## config.mk

```make
export PLATFORM = sky130hd
export DESIGN_NAME = ctlc_top
export DESIGN_NICKNAME = d
export VERILOG_FILES = /design/src/rtl/ctlc_pkg.sv /design/src/rtl/ctlc_track.sv /design/src/rtl/ctlc_top.sv
export VERILOG_INCLUDE_DIRS = /design/src /design/src/rtl
export SDC_FILE = /design/constraint.sdc
export NUM_CORES = 2
export LEC_CHECK = 0
export BUFFER_PORTS_ARGS = -buffer_cell sky130_fd_sc_hd__buf_2
export CORE_MARGIN = 3
export CORE_UTILIZATION = 50
export CTS_CLUSTER_DIAMETER = 40
export CTS_CLUSTER_SIZE = 14
export DETAILED_ROUTE_END_ITERATION = 12
export PLACE_DENSITY = 0.69
export SLEW_MARGIN = 30
export SYNTH_ARGS = -nofsm -noshare
export SYNTH_HDL_FRONTEND = slang
export SYNTH_SLANG_ARGS = --single-unit
```

## constraint.sdc

```tcl
create_clock -name clk_i -period 78.9 [get_ports clk_i]
set_clock_uncertainty 0.05 [all_clocks]
set_input_delay 11.835 -clock clk_i [delete_from_list [all_inputs] [get_ports clk_i]]
set_output_delay 11.835 -clock clk_i [all_outputs]
set_load 0.01 [all_outputs]
```

## src/rtl/ctlc_params.svh

```systemverilog
// constants and operation summary for the continuity tester limit command block
// Operation
// - resistance upper 0.001..1.200/0.600 ohm, three decimals
// - resistance limit command selects resistance judgment
// - upper below lower blocks start, warns
// - current times upper over 5.4 V blocks
// - over rated output blocks start, flags error
// - power overload in test trips protection, stops test
// - voltage upper 0.01..5.40 V, default 0.60
// - voltage limit command selects voltage judgment
// - voltage over current above 0.6 ohm blocks
// - offset cancel 0/1, default off
// - test time 0.3..999 s, timer flag
// - start begins test or advances held step
// - start only on main, offset, program screens
// - stop ends test, clears hold states
// - screens 0..4, query returns 5 otherwise
// - readings live in test, then last captured
// - max mode returns maximum of judged quantity
// - resistance monitor order, status bits 2,3
// - voltage monitor order: status, resistance, current...
// - time reports elapsed or remaining by timer
// - one shared judgment mode bit
`ifndef CTLC_PARAMS_SVH
`define CTLC_PARAMS_SVH
`define CTLC_RUP_MIN 16'h0001
`define CTLC_RUP_MAX_LO 16'h04B0
`define CTLC_RUP_MAX_HI 16'h0258
`define CTLC_RUP_DEF 16'h0001
`define CTLC_VUP_MIN 16'h0001
`define CTLC_VUP_MAX 16'h021C
`define CTLC_VUP_DEF 16'h003C
`define CTLC_TIME_MIN 16'h0003
`define CTLC_TIME_STEP_EDGE 16'h03E8
`define CTLC_TIME_MAX 16'h2706
`define CTLC_TIME_DEF 16'h000A
`define CTLC_VLIM_MV 32'h0000_1518
`define CTLC_RLIM_MOHM 32'h0000_0258
`define CTLC_SCR_OTHER 3'h5
`define CTLC_SCR_MAX 3'h4
`define CTLC_ST_TEST 2
`define CTLC_ST_TESTON 3
`define CTLC_TICK_NS 32'h05F5_E100
`define CTLC_CLK_NS 32'h0000_0064
`endif

```

## src/rtl/ctlc_pkg.sv

```systemverilog
// types for the continuity tester limit command block
package ctlc_pkg;
  typedef enum logic [3:0] {
    CTLC_CMD_NONE, CTLC_CMD_RUP, CTLC_CMD_VUP, CTLC_CMD_OFFS, CTLC_CMD_TIME,
    CTLC_CMD_BEGIN, CTLC_CMD_STOP, CTLC_CMD_SCREEN, CTLC_CMD_RESISTANCE_JUDGMENT_SELECT, CTLC_CMD_VOLTAGE_JUDGMENT_SELECT
  } ctlc_cmd_e;
  typedef enum logic [2:0] {
    CTLC_Q_CUR, CTLC_Q_RES, CTLC_Q_VOLT, CTLC_Q_TIME, CTLC_Q_MON
  } ctlc_query_e;
  typedef struct packed {
    ctlc_cmd_e op;
    logic [15:0] value;
    logic flag;
  } ctlc_cmd_s;
  typedef struct packed {
    logic [15:0] cur;
    logic [15:0] res;
    logic [15:0] volt;
    logic over_power;
  } ctlc_meas_s;
  typedef struct packed {
    logic [7:0] status;
    logic [15:0] f1;
    logic [15:0] f2;
    logic [15:0] f3;
    logic [15:0] f4;
    logic [15:0] f5;
  } ctlc_mon_s;
endpackage

```

## src/rtl/ctlc_track.sv

```systemverilog
// reading holder: live, last captured and maximum
`timescale 1ns/10ps
module ctlc_track #(
  parameter int W = 16
) (
  input wire logic clk_i,
  input wire logic rstn_i,
  input wire logic run_i,
  input wire logic start_i,
  input wire logic [W-1:0] live_i,
  output logic [W-1:0] last_o,
  output logic [W-1:0] max_o
);
  logic [W-1:0] last_d;
  logic [W-1:0] max_d;
  assign last_d = run_i ? live_i : last_o;
  assign max_d = start_i ? '0 : (run_i && live_i > max_o) ? live_i : max_o;
  always_ff @(posedge clk_i) begin
    if (!rstn_i) begin
      last_o <= '0;
      max_o <= '0;
    end else begin
      last_o <= last_d;
      max_o <= max_d;
    end
  end
endmodule

```

## src/rtl/ctlc_top.sv

```systemverilog
// remote limit, timer and test control command interpreter
`timescale 1ns/10ps
`include "ctlc_params.svh"
module ctlc_top #(
  parameter bit HIGH_CURRENT = 1'b0,
  parameter int TICK_CYCLES = `CTLC_TICK_NS / `CTLC_CLK_NS,
  parameter logic [31:0] RATED_VA = 32'h0000_01F4
) (
  input wire logic clk_i,
  input wire logic rstn_i,
  input wire ctlc_pkg::ctlc_cmd_s cmd_i,
  input wire logic cmd_valid_i,
  input wire logic query_valid_i,
  input wire ctlc_pkg::ctlc_query_e query_i,
  input wire ctlc_pkg::ctlc_meas_s meas_i,
  input wire logic [15:0] test_current_i,
  input wire logic [15:0] lower_limit_i,
  input wire logic lower_enable_i,
  input wire logic max_mode_i,
  input wire logic prog_running_i,
  input wire logic prog_held_i,
  input wire logic [2:0] screen_live_i,
  output logic [15:0] rup_o,
  output logic [15:0] vup_o,
  output logic resist_judge_o,
  output logic offset_en_o,
  output logic [15:0] test_time_o,
  output logic timer_en_o,
  output logic testing_o,
  output logic protect_o,
  output logic step_advance_o,
  output logic cmd_reject_o,
  output logic limit_order_warn_o,
  output logic over_voltage_setting_error_o,
  output logic over_rating_setting_error_o,
  output logic over_resistance_setting_error_o,
  output logic [2:0] screen_o,
  output logic [15:0] reading_o,
  output ctlc_pkg::ctlc_mon_s monitor_o,
  output logic answer_valid_o
);
  // ==========================================================
  // input synchronisers for pin-side signals
  ctlc_pkg::ctlc_meas_s meas_m, meas_s;
  logic over_power_s;
  always_ff @(posedge clk_i) begin
    if (!rstn_i) begin
      meas_m <= '0;
      meas_s <= '0;
    end else begin
      meas_m <= meas_i;
      meas_s <= meas_m;
    end
  end
  assign over_power_s = meas_s.over_power;

  // ==========================================================
  // command decode and range checks
  logic is_rup, is_vup, is_offs, is_time, is_begin, is_stop, is_scr;
  logic is_resistance_judgment_select, is_voltage_judgment_select;
  logic [15:0] rup_max;
  logic rup_ok, vup_ok, time_ok, scr_ok;
  assign is_rup = cmd_valid_i && cmd_i.op == ctlc_pkg::CTLC_CMD_RUP;
  assign is_vup = cmd_valid_i && cmd_i.op == ctlc_pkg::CTLC_CMD_VUP;
  assign is_offs = cmd_valid_i && cmd_i.op == ctlc_pkg::CTLC_CMD_OFFS;
  assign is_time = cmd_valid_i && cmd_i.op == ctlc_pkg::CTLC_CMD_TIME;
  assign is_begin = cmd_valid_i && cmd_i.op == ctlc_pkg::CTLC_CMD_BEGIN;
  assign is_stop = cmd_valid_i && cmd_i.op == ctlc_pkg::CTLC_CMD_STOP;
  assign is_scr = cmd_valid_i && cmd_i.op == ctlc_pkg::CTLC_CMD_SCREEN;
  assign is_resistance_judgment_select = cmd_valid_i && cmd_i.op == ctlc_pkg::CTLC_CMD_RESISTANCE_JUDGMENT_SELECT;
  assign is_voltage_judgment_select = cmd_valid_i && cmd_i.op == ctlc_pkg::CTLC_CMD_VOLTAGE_JUDGMENT_SELECT;
  assign rup_max = HIGH_CURRENT ? `CTLC_RUP_MAX_HI : `CTLC_RUP_MAX_LO;
  assign rup_ok = cmd_i.value >= `CTLC_RUP_MIN && cmd_i.value <= rup_max;
  assign vup_ok = cmd_i.value >= `CTLC_VUP_MIN && cmd_i.value <= `CTLC_VUP_MAX;
  // time in 0.1 s units; whole seconds required from 100 s
  assign time_ok = cmd_i.value >= `CTLC_TIME_MIN && cmd_i.value <= `CTLC_TIME_MAX
    && (cmd_i.value < `CTLC_TIME_STEP_EDGE || cmd_i.value % 16'h000A == 16'h0000);
  assign scr_ok = cmd_i.value[15:3] == 13'h0000 && cmd_i.value[2:0] <= `CTLC_SCR_MAX;

  // ==========================================================
  // setting registers
  logic [15:0] rup_d, vup_d, time_d;
  logic judge_d, offs_d, timer_d, reject_d;
  logic [2:0] scr_d;
  assign rup_d = (is_rup && rup_ok) ? cmd_i.value : rup_o;
  assign vup_d = (is_vup && vup_ok) ? cmd_i.value : vup_o;
  assign time_d = (is_time && time_ok) ? cmd_i.value : test_time_o;
  assign timer_d = (is_time && time_ok) ? cmd_i.flag : timer_en_o;
  assign offs_d = is_offs ? cmd_i.flag : offset_en_o;
  // one shared bit: 1 = resistance judgment
  assign judge_d = (is_rup && rup_ok) ? 1'b1 :
    (is_vup && vup_ok) ? 1'b0 :
    is_resistance_judgment_select ? cmd_i.flag : is_voltage_judgment_select ? ~cmd_i.flag : resist_judge_o;
  assign scr_d = (is_scr && scr_ok) ? cmd_i.value[2:0] :
    (screen_live_i > `CTLC_SCR_MAX) ? `CTLC_SCR_OTHER : screen_live_i;
  assign reject_d = (is_rup && !rup_ok) || (is_vup && !vup_ok) || (is_time && !time_ok)
    || (is_scr && !scr_ok);

  // ==========================================================
  // setting checks that block a start
  logic [31:0] volt_prod, res_prod, va_prod;
  logic order_bad, ov_bad, or_bad, va_bad, blocked;
  // current in 0.1 A, limit in mohm: product /10 gives mV
  assign volt_prod = 32'(test_current_i) * 32'(rup_o);
  // limit in 10 mV, current in 0.1 A: mohm = vup*100 / cur
  assign res_prod = 32'(vup_o) * 32'h0000_0064;
  assign order_bad = lower_enable_i && rup_o < lower_limit_i;
  assign ov_bad = resist_judge_o
    && volt_prod > `CTLC_VLIM_MV * 32'h0000_000A;
  assign or_bad = !resist_judge_o
    && res_prod > `CTLC_RLIM_MOHM * 32'(test_current_i);
  // rated power: current times limit voltage, both modes in 10 mV units
  logic [47:0] va_wide;
  assign va_wide = resist_judge_o ? 48'(volt_prod / 32'h0000_0064) * 48'(test_current_i) :
    48'(test_current_i) * 48'(vup_o);
  assign va_prod = 32'(va_wide / 48'h0000_0000_03E8);
  assign va_bad = va_prod > RATED_VA;
  assign blocked = order_bad || ov_bad || or_bad || va_bad;

  // ==========================================================
  // test control
  logic scr_start_ok, go, adv, run_d, prot_d;
  assign scr_start_ok = screen_o == 3'h0 || screen_o == 3'h1 || screen_o == 3'h4;
  assign adv = is_begin && scr_start_ok && prog_running_i && prog_held_i;
  assign go = is_begin && scr_start_ok && !adv && !blocked && !testing_o && !protect_o;
  logic done;
  assign run_d = is_stop ? 1'b0 : go ? 1'b1 : (over_power_s || done) ? 1'b0 : testing_o;
  assign prot_d = (testing_o && over_power_s) ? 1'b1 : is_stop ? 1'b0 : protect_o;

  // ==========================================================
  // test timer in 0.1 s ticks
  logic [31:0] tick_q, tick_d;
  logic [15:0] elapsed_q, elapsed_d, remain;
  logic tick;
  assign tick = tick_q == 32'(TICK_CYCLES - 1);
  assign tick_d = (!testing_o || tick) ? 32'h0 : tick_q + 32'h1;
  assign elapsed_d = go ? 16'h0000 : (testing_o && tick) ? elapsed_q + 16'h0001 : elapsed_q;
  assign done = timer_en_o && testing_o && tick && elapsed_d >= test_time_o;
  assign remain = test_time_o > elapsed_q ? test_time_o - elapsed_q : 16'h0000;

  // ==========================================================
  // reading holders
  logic [15:0] cur_l, res_l, volt_l, res_m, volt_m, cur_m;
  ctlc_track #(.W(16)) u_cur (.clk_i(clk_i), .rstn_i(rstn_i), .run_i(testing_o),
    .start_i(go), .live_i(meas_s.cur), .last_o(cur_l), .max_o(cur_m));
  ctlc_track #(.W(16)) u_res (.clk_i(clk_i), .rstn_i(rstn_i), .run_i(testing_o),
    .start_i(go), .live_i(meas_s.res), .last_o(res_l), .max_o(res_m));
  ctlc_track #(.W(16)) u_volt (.clk_i(clk_i), .rstn_i(rstn_i), .run_i(testing_o),
    .start_i(go), .live_i(meas_s.volt), .last_o(volt_l), .max_o(volt_m));

  // ==========================================================
  // query answers
  logic [15:0] res_now, volt_now, time_now, read_d;
  logic [7:0] status;
  ctlc_pkg::ctlc_mon_s mon_d;
  assign res_now = testing_o ? meas_s.res : res_l;
  assign volt_now = testing_o ? meas_s.volt : volt_l;
  assign time_now = timer_en_o ? remain : elapsed_q;
  always_comb begin
    status = 8'h00;
    status[`CTLC_ST_TEST] = testing_o;
    status[`CTLC_ST_TESTON] = testing_o;
  end
  always_comb begin
    unique case (query_i)
      ctlc_pkg::CTLC_Q_CUR: read_d = testing_o ? meas_s.cur : cur_l;
      ctlc_pkg::CTLC_Q_RES: read_d = (max_mode_i && resist_judge_o) ? res_m : res_now;
      ctlc_pkg::CTLC_Q_VOLT: read_d = (max_mode_i && !resist_judge_o) ? volt_m : volt_now;
      ctlc_pkg::CTLC_Q_TIME: read_d = time_now;
      default: read_d = 16'h0000;
    endcase
  end
  always_comb begin
    mon_d.status = status;
    mon_d.f2 = testing_o ? meas_s.cur : cur_l;
    mon_d.f5 = time_now;
    if (resist_judge_o) begin
      mon_d.f1 = volt_now;
      mon_d.f3 = res_m;
      mon_d.f4 = res_now;
    end else begin
      mon_d.f1 = res_now;
      mon_d.f3 = volt_m;
      mon_d.f4 = volt_now;
    end
  end

  // ==========================================================
  // registers
  always_ff @(posedge clk_i) begin
    if (!rstn_i) begin
      rup_o <= `CTLC_RUP_DEF;
      vup_o <= `CTLC_VUP_DEF;
      test_time_o <= `CTLC_TIME_DEF;
      timer_en_o <= 1'b0;
      offset_en_o <= 1'b0;
      resist_judge_o <= 1'b1;
      screen_o <= 3'h0;
      cmd_reject_o <= 1'b0;
      testing_o <= 1'b0;
      protect_o <= 1'b0;
      step_advance_o <= 1'b0;
      limit_order_warn_o <= 1'b0;
      over_voltage_setting_error_o <= 1'b0;
      over_rating_setting_error_o <= 1'b0;
      over_resistance_setting_error_o <= 1'b0;
      tick_q <= 32'h0;
      elapsed_q <= 16'h0000;
      reading_o <= 16'h0000;
      monitor_o <= '0;
      answer_valid_o <= 1'b0;
    end else begin
      rup_o <= rup_d;
      vup_o <= vup_d;
      test_time_o <= time_d;
      timer_en_o <= timer_d;
      offset_en_o <= offs_d;
      resist_judge_o <= judge_d;
      screen_o <= scr_d;
      cmd_reject_o <= reject_d;
      testing_o <= run_d;
      protect_o <= prot_d;
      step_advance_o <= adv;
      limit_order_warn_o <= order_bad;
      over_voltage_setting_error_o <= ov_bad;
      over_rating_setting_error_o <= va_bad;
      over_resistance_setting_error_o <= or_bad;
      tick_q <= tick_d;
      elapsed_q <= elapsed_d;
      reading_o <= query_valid_i ? read_d : reading_o;
      monitor_o <= (query_valid_i && query_i == ctlc_pkg::CTLC_Q_MON) ? mon_d : monitor_o;
      answer_valid_o <= query_valid_i;
    end
  end
endmodule

```

; ---- After elaboration in Yosys (flattened, before gate mapping)
; Cells that the tools add are included.
[word_totals]
ff_bits = 386
wordCells = 178
[op_classes]
n_addsub = 3
n_mul = 5
div_mod_pow = 3
n_lt_le_gt_ge = 16
n_eq_ne = 16
muxes = 22
n_bitwise = 2
n_reduce_logical = 73
[ops]
columns = op, count
row1 = $mux W16, 10
row2 = $mul A16 B16 Y32, 2
row3 = $pmux W16 S4, 1
row4 = $div A32 B7 Y48 const B, 1
row5 = $div A48 B10 Y48 const B, 1
row6 = $gt A16 B16 Y1, 3
row7 = $mul A48 B16 Y48, 1
row8 = $mux W48, 1
row9 = $logic_and A1 B1 Y1, 42
row10 = $add A32 B1 Y32 const B, 1
row11 = $eq A32 B20 Y1 const B, 1
row12 = $gt A32 B16 Y1 const B, 1
row13 = $gt A32 B9 Y1 const B, 1
row14 = $mux W32, 1
row15 = $gt A23 B26 Y1, 1
row16 = $mul A7 B16 Y23 const A, 1
row17 = $mul A16 B5 Y21 const B, 1
row18 = $add A16 B1 Y16 const B, 1
row19 = $eq A4 B3 Y1 const B, 4
row20 = $ge A16 B1 Y1 const B, 1
row21 = $ge A16 B16 Y1, 1
row22 = $ge A16 B2 Y1 const B, 1
row23 = $le A16 B10 Y1 const B, 1
row24 = $le A16 B11 Y1 const B, 1
row25 = 24 further kinds, 60

; ---- Longest topological paths before layout
[depth]
depth_word = 17
ltp_mapped = 261

; ---- Modules after synthesis
; A second synthesis with hierarchy kept.
[unflattened]
cells_unflattened = 8684
hier_area_um2 = 70452.6
[by_module_without_submodules]
columns = module, n_inst, cells_each, area_per_inst_um2, seq_area_each_um2
row1 = ctlc_top, 1, 8156, 65497.8, 6125.9
row2 = ctlc_track, 3, 176, 1651.6, 640.6

; ---- Least setup slack after synthesis
; No wires, ideal clock.
[synth_path]
kind = input to register
startpoint = input port test_current_i[5]
endpoint = register testing_o
setup_time_ns = 0.059
arrival_time_ns = 68.381
required_time_ns = 78.791
setup_slack_ns = 10.411
stages = 233
n_path_buf = 16
path_cell_list = clkbuf_1 > clkbuf_1 > nand2_1 > fa_1 > inv_1 > fa_1 > ha_1 > inv_1 > fa_1 > fa_1 > fa_1 > inv_1 > ha_1 > inv_1 > o21ai_1 > a21oi_1 > o21ai_1 > a21oi_1 > [... 197 more ...] > a21oi_1 > nor2b_1 > o21ai_0 > nand2b_1 > a21oi_1 > nor2b_1 > o21ai_0 > nand2b_1 > a21oi_1 > nor2b_1 > o21ai_0 > nand2b_1 > a21oi_1 > nor2b_1 > o211ai_1 > nand3b_1 > nand2_1 > o211a_1
[synth_between]
elab_chain_len = 16
elab_cells_between_ends = 25
classes_between = mul: 4 / div: 2 / order compare: 4 / mux: 3 / reduce/logical: 12
[synth_lines]
columns = item, line
row1 = "start, declared", ctlc_top.sv:16  ; input wire logic [15:0] test_current_i,
row2 = $mul A16 B16 Y32, ctlc_top.sv:104  ; assign volt_prod = 32'(test_current_i) * 32'(rup_o);
row3 = $div A32 B7 Y48, ctlc_top.sv:114  ; assign va_wide = resist_judge_o ? 48'(volt_prod / 32'h0000_0064) * 48'(test_current_i) :
row4 = $mul A48 B16 Y48, ctlc_top.sv:114
row5 = $mux W48, ctlc_top.sv:114
row6 = $div A48 B10 Y48, ctlc_top.sv:116  ; assign va_prod = 32'(va_wide / 48'h0000_0000_03E8);
row7 = $gt A32 B9 Y1, ctlc_top.sv:117  ; assign va_bad = va_prod > RATED_VA;
row8 = $logic_or A1 B1 Y1 *, ctlc_top.sv:118  ; assign blocked = order_bad || ov_bad || or_bad || va_bad;
row9 = $logic_not A1 Y1 *, ctlc_top.sv:125  ; assign go = is_begin && scr_start_ok && !adv && !blocked && !testing_o && !protect_o;
row10 = $logic_and A1 B1 Y1 * (3 in series), ctlc_top.sv:125
row11 = $mux W16, ctlc_top.sv:137  ; assign elapsed_d = go ? 16'h0000 : (testing_o && tick) ? elapsed_q + 16'h0001 : elapsed_q;
row12 = $ge A16 B16 Y1, ctlc_top.sv:138  ; assign done = timer_en_o && testing_o && tick && elapsed_d >= test_time_o;
row13 = $logic_and A1 B1 Y1, ctlc_top.sv:138
row14 = $logic_or A1 B1 Y1, ctlc_top.sv:127  ; assign run_d = is_stop ? 1'b0 : go ? 1'b1 : (over_power_s || done) ? 1'b0 : testing_o;
row15 = $reduce_bool A2 Y1 (no line), -
row16 = "end signal, assigned", ctlc_top.sv:221  ; testing_o <= run_d;
row17 = "end, declared", ctlc_top.sv:29  ; output logic testing_o,
; Mark *: on every way between the ends. The rest lies on a longest branch, timed or not.
; A chain may end at the register's enable or synchronous reset.

; ---- Final worst setup path
[layout_path]
startpoint = input port test_current_i[3]
endpoint = register testing_o
; The elaborated chain is that of the path after synthesis.

==> flow_metrics.py <==
metrics = {
    "final_layout": {
        "multi_input_area_mm2": 0.0569,
        "layout-drive-gt1-share_pct": 11.6,
        "final_nets": 10100,
        "fill_cells": 13000,
        "area_delta_synth_final_pct": 6.23,
        "regArea_mm2": 0.00774,
        "finalNonFillerCells": 10600,
    },
    "cts": {
        "clock_path_buffers": 3,
        "cts.clk_slew.worst_paths_ps": 70,
        "clk_latency_ps": 560,
        "cts-root-buf": "clkbuf_16",
        "cts_tree": "built",
        "cts_buffers": 41,
        "cts_max_level": 2,
        "clkSinkCount": 386,
    },
    "global_route": {
        "grt.overflow.total": 0,
        "antenna_found_initial": 6,
        "grt_max_degree": 139,
        "grt.total_usage_pct": 28.2,
        "grt_pass1_wl_mm": 337,
        "grt_pass1_vias": 61200,
    },
    "drt": {
        "drt-pass1-iter-count": 7,
        "ant_nets": 0,
        "wl_per_cell_um": 20.0,
        "first_iter_violations": 5317,
        "wl_mm": 212,
        "via_per_inst": 5.93,
        "num_vias": 62700,
        "drc_errors": 0,
    },
    "timing": {
        "slew_headroom_pct": 30.4,
        "clock.fmax_mhz": 13.5,
        "whs_ps": 375,
        "hold_viol_final": 0,
        "drv_slew": 0,
        "layout_min_cycle_time_ps": 74290,
        "worst_slew_pin_slew_ps": 1040,
        "post-route-period-util_pct": 94.2,
        "setup_viol": 0,
    },
    "critical_path": {
        "cp-start-kind": "input pin",
        "crit_type": "input pin to flip-flop",
        "crit_slowest_cell": "or4b_1",
        "crit_required_ps": 79350,
        "crit_path_frequent_cell": "o21ai_0",
        "cp-end-kind": "flip-flop",
        "critPathMaxStageDelay_ps": 680,
        "worstPathMaxFanout": 49,
        "ff2ff_setup_slack_ps": 15560,
        "arrival_ps": 74730,
    },
    "synth": {
        "synth_edf_count": 0,
        "synth_area_mm2": 0.0704,
        "syn_inst": 8662,
        "synth.avg_cell_area_um2": 8.13,
        "yosys.area.top_type_share_pct": 21.5,
        "ys.warnings.count": 0,
        "yosysSeqAreaShare_pct": 11.0,
        "synth_area_leaders": "fa_1, dfxtp_1, ha_1",
        "synth_flop_cell": "dfxtp_1",
        "yosysTopAreaCell": "fa_1",
        "async_flop_share_pct": 0,
        "synth-seq-cells": 386,
        "synth_cell_types": 194,
    },
    "place": {
        "gp_congestion": 0.948,
        "dpl.cell_count": 10500,
        "place_hpwl_mm": 164,
        "portBuffers": 276,
    },
    "floorplanning": {
        "dieArea_mm2": 0.145,
        "initial_utilization_pct": 50.4,
        "die_y_um": 381,
        "die_w_um": 381,
        "fp-row-count": 137,
        "ios": 283,
        "coreArea_mm2": 0.140,
    },
    "min_path": {
        "hp-class": "flip-flop to flip-flop",
    },
    "flow_run": {
        "cap_viol_max_count": 0,
    },
    "run_status": {
        "status": "finished clean",
    },
}
[state kept, by name, indices dropped and copies added, names as in the netlist, 3 cells and up]
register / flops
monitor_o: 81
vup_o: 16
u_volt.max_o: 16
screen_o: 3
test_time_o: 16
u_cur.last_o: 16
tick_q: 32
u_res.last_o: 16
meas_m: 49
meas_s: 48
elapsed_q: 16
rup_o: 16
u_res.max_o: 16
u_volt.last_o: 16
reading_o: 16
[repair_timing]
item	CTS	global route
endpoints found under the hold margin	0	0
endpoints found under the setup margin	0	50
resized for setup	0	97
setup buffers	0	16
hold buffers	0	0
[stage by stage]
stage	TNS [ps]	setup slack (ps)	cell area, um2	util [%]
floorplan	0	10410	70500	-
global placement	0	2100	72800	52.1
detailed placement	0	733	72900	52.1
CTS	0	1050	74100	53.1
global route	-198	-198	74800	53.6
finish	0	4610	74800	53.6
[cells by family after synthesis]
kind of cell,Yosys count,share of synthesized area [%]
compound gates,1803,19.0
xor+xnor,314,4.18
fa+ha+maj,1332,31.6
buf+inv,1549,9.12
flops,386,11.0
mux,192,2.93
other cells,1,0.00532
simple gates,3085,22.1
[synth_stat cells, types with 31 or more instances]
master	count
nor2b_1	127
ha_1	547
and2_1	430
o21ai_0	323
a21boi_0	61
o21ai_1	48
a211oi_1	71
nand4_1	72
nand2_1	1169
xor2_1	66
nand2b_1	56
nor4_1	36
nor3_1	125
a21oi_1	329
nor2_4	48
or2_2	47
a211o_1	31
o211ai_1	90
mux2i_1	140
and3_1	67
nor2_1	424
o21a_1	56
nand3_1	241
inv_1	1106
o31ai_1	36
dfxtp_1	386
fa_1	758
a31oi_1	66
a21o_1	74
or3_1	41
o211a_1	62
xnor2_1	227
clkbuf_1	342
[worst max-delay path: cells and delay by family]
family,cells,cell delay (ps)
and+or+nand+nor,51,12750
adders and majority gates,15,5990
buffers and inverters,16,3060
AOI/OAI and AO/OA,124,34160
muxes,13,4070
xor gates and xnor gates,11,2720
[final cells by class]
cell class | count | share of cell area, %
Sequential cell | 386 | 10.3
Timing Repair Buffer | 404 | 3.22
Multi-Input combinational cell | 6733 | 76.0
Inverter | 1110 | 5.57
Antenna cell | 5 | 0.0167
Clock inverter | 16 | 0.251
Clock buffer | 49 | 1.48
Tap cell | 1876 | 3.14
[routing by layer]
metal  up-vias  routed length (um)  track usage (%)
met3       343               15400             4.06
met5         -                   0                0
met4         0                6340             7.22
li1      29300                   -                -
met1     30800               91400             38.4
met2      2358               98900             46.9
[layout by cell type (no fill, tap or decap), drive strengths merged, types with 78 or more instances in the layout]
cell type | Yosys | routed
mux2i | 152 | 153
nor2 | 487 | 487
nand3 | 246 | 246
a21oi | 352 | 352
nor3 | 133 | 133
xnor2 | 242 | 242
a31oi | 78 | 78
fa | 758 | 758
ha | 547 | 547
o211ai | 98 | 98
o21ai | 385 | 385
nor2b | 127 | 127
buf | 62 | 403
nand2 | 1175 | 1175
inv | 1107 | 1112
and2 | 444 | 444
a211oi | 81 | 81
a21o | 96 | 96
dfxtp | 386 | 386
[final timing paths]
path	from	to	cells after the start
hold reg to reg	meas_m[48]	meas_s[48]	1
hold / removal	meas_m[48]	meas_s[48]	1
setup / recovery	test_current_i[3]	testing_o	230
setup reg to reg	rup_o[2]	testing_o	228
Power is left out: the tool's default activity adds up to more than one toggle a clock period on the data nets, which glitch-free logic cannot reach.
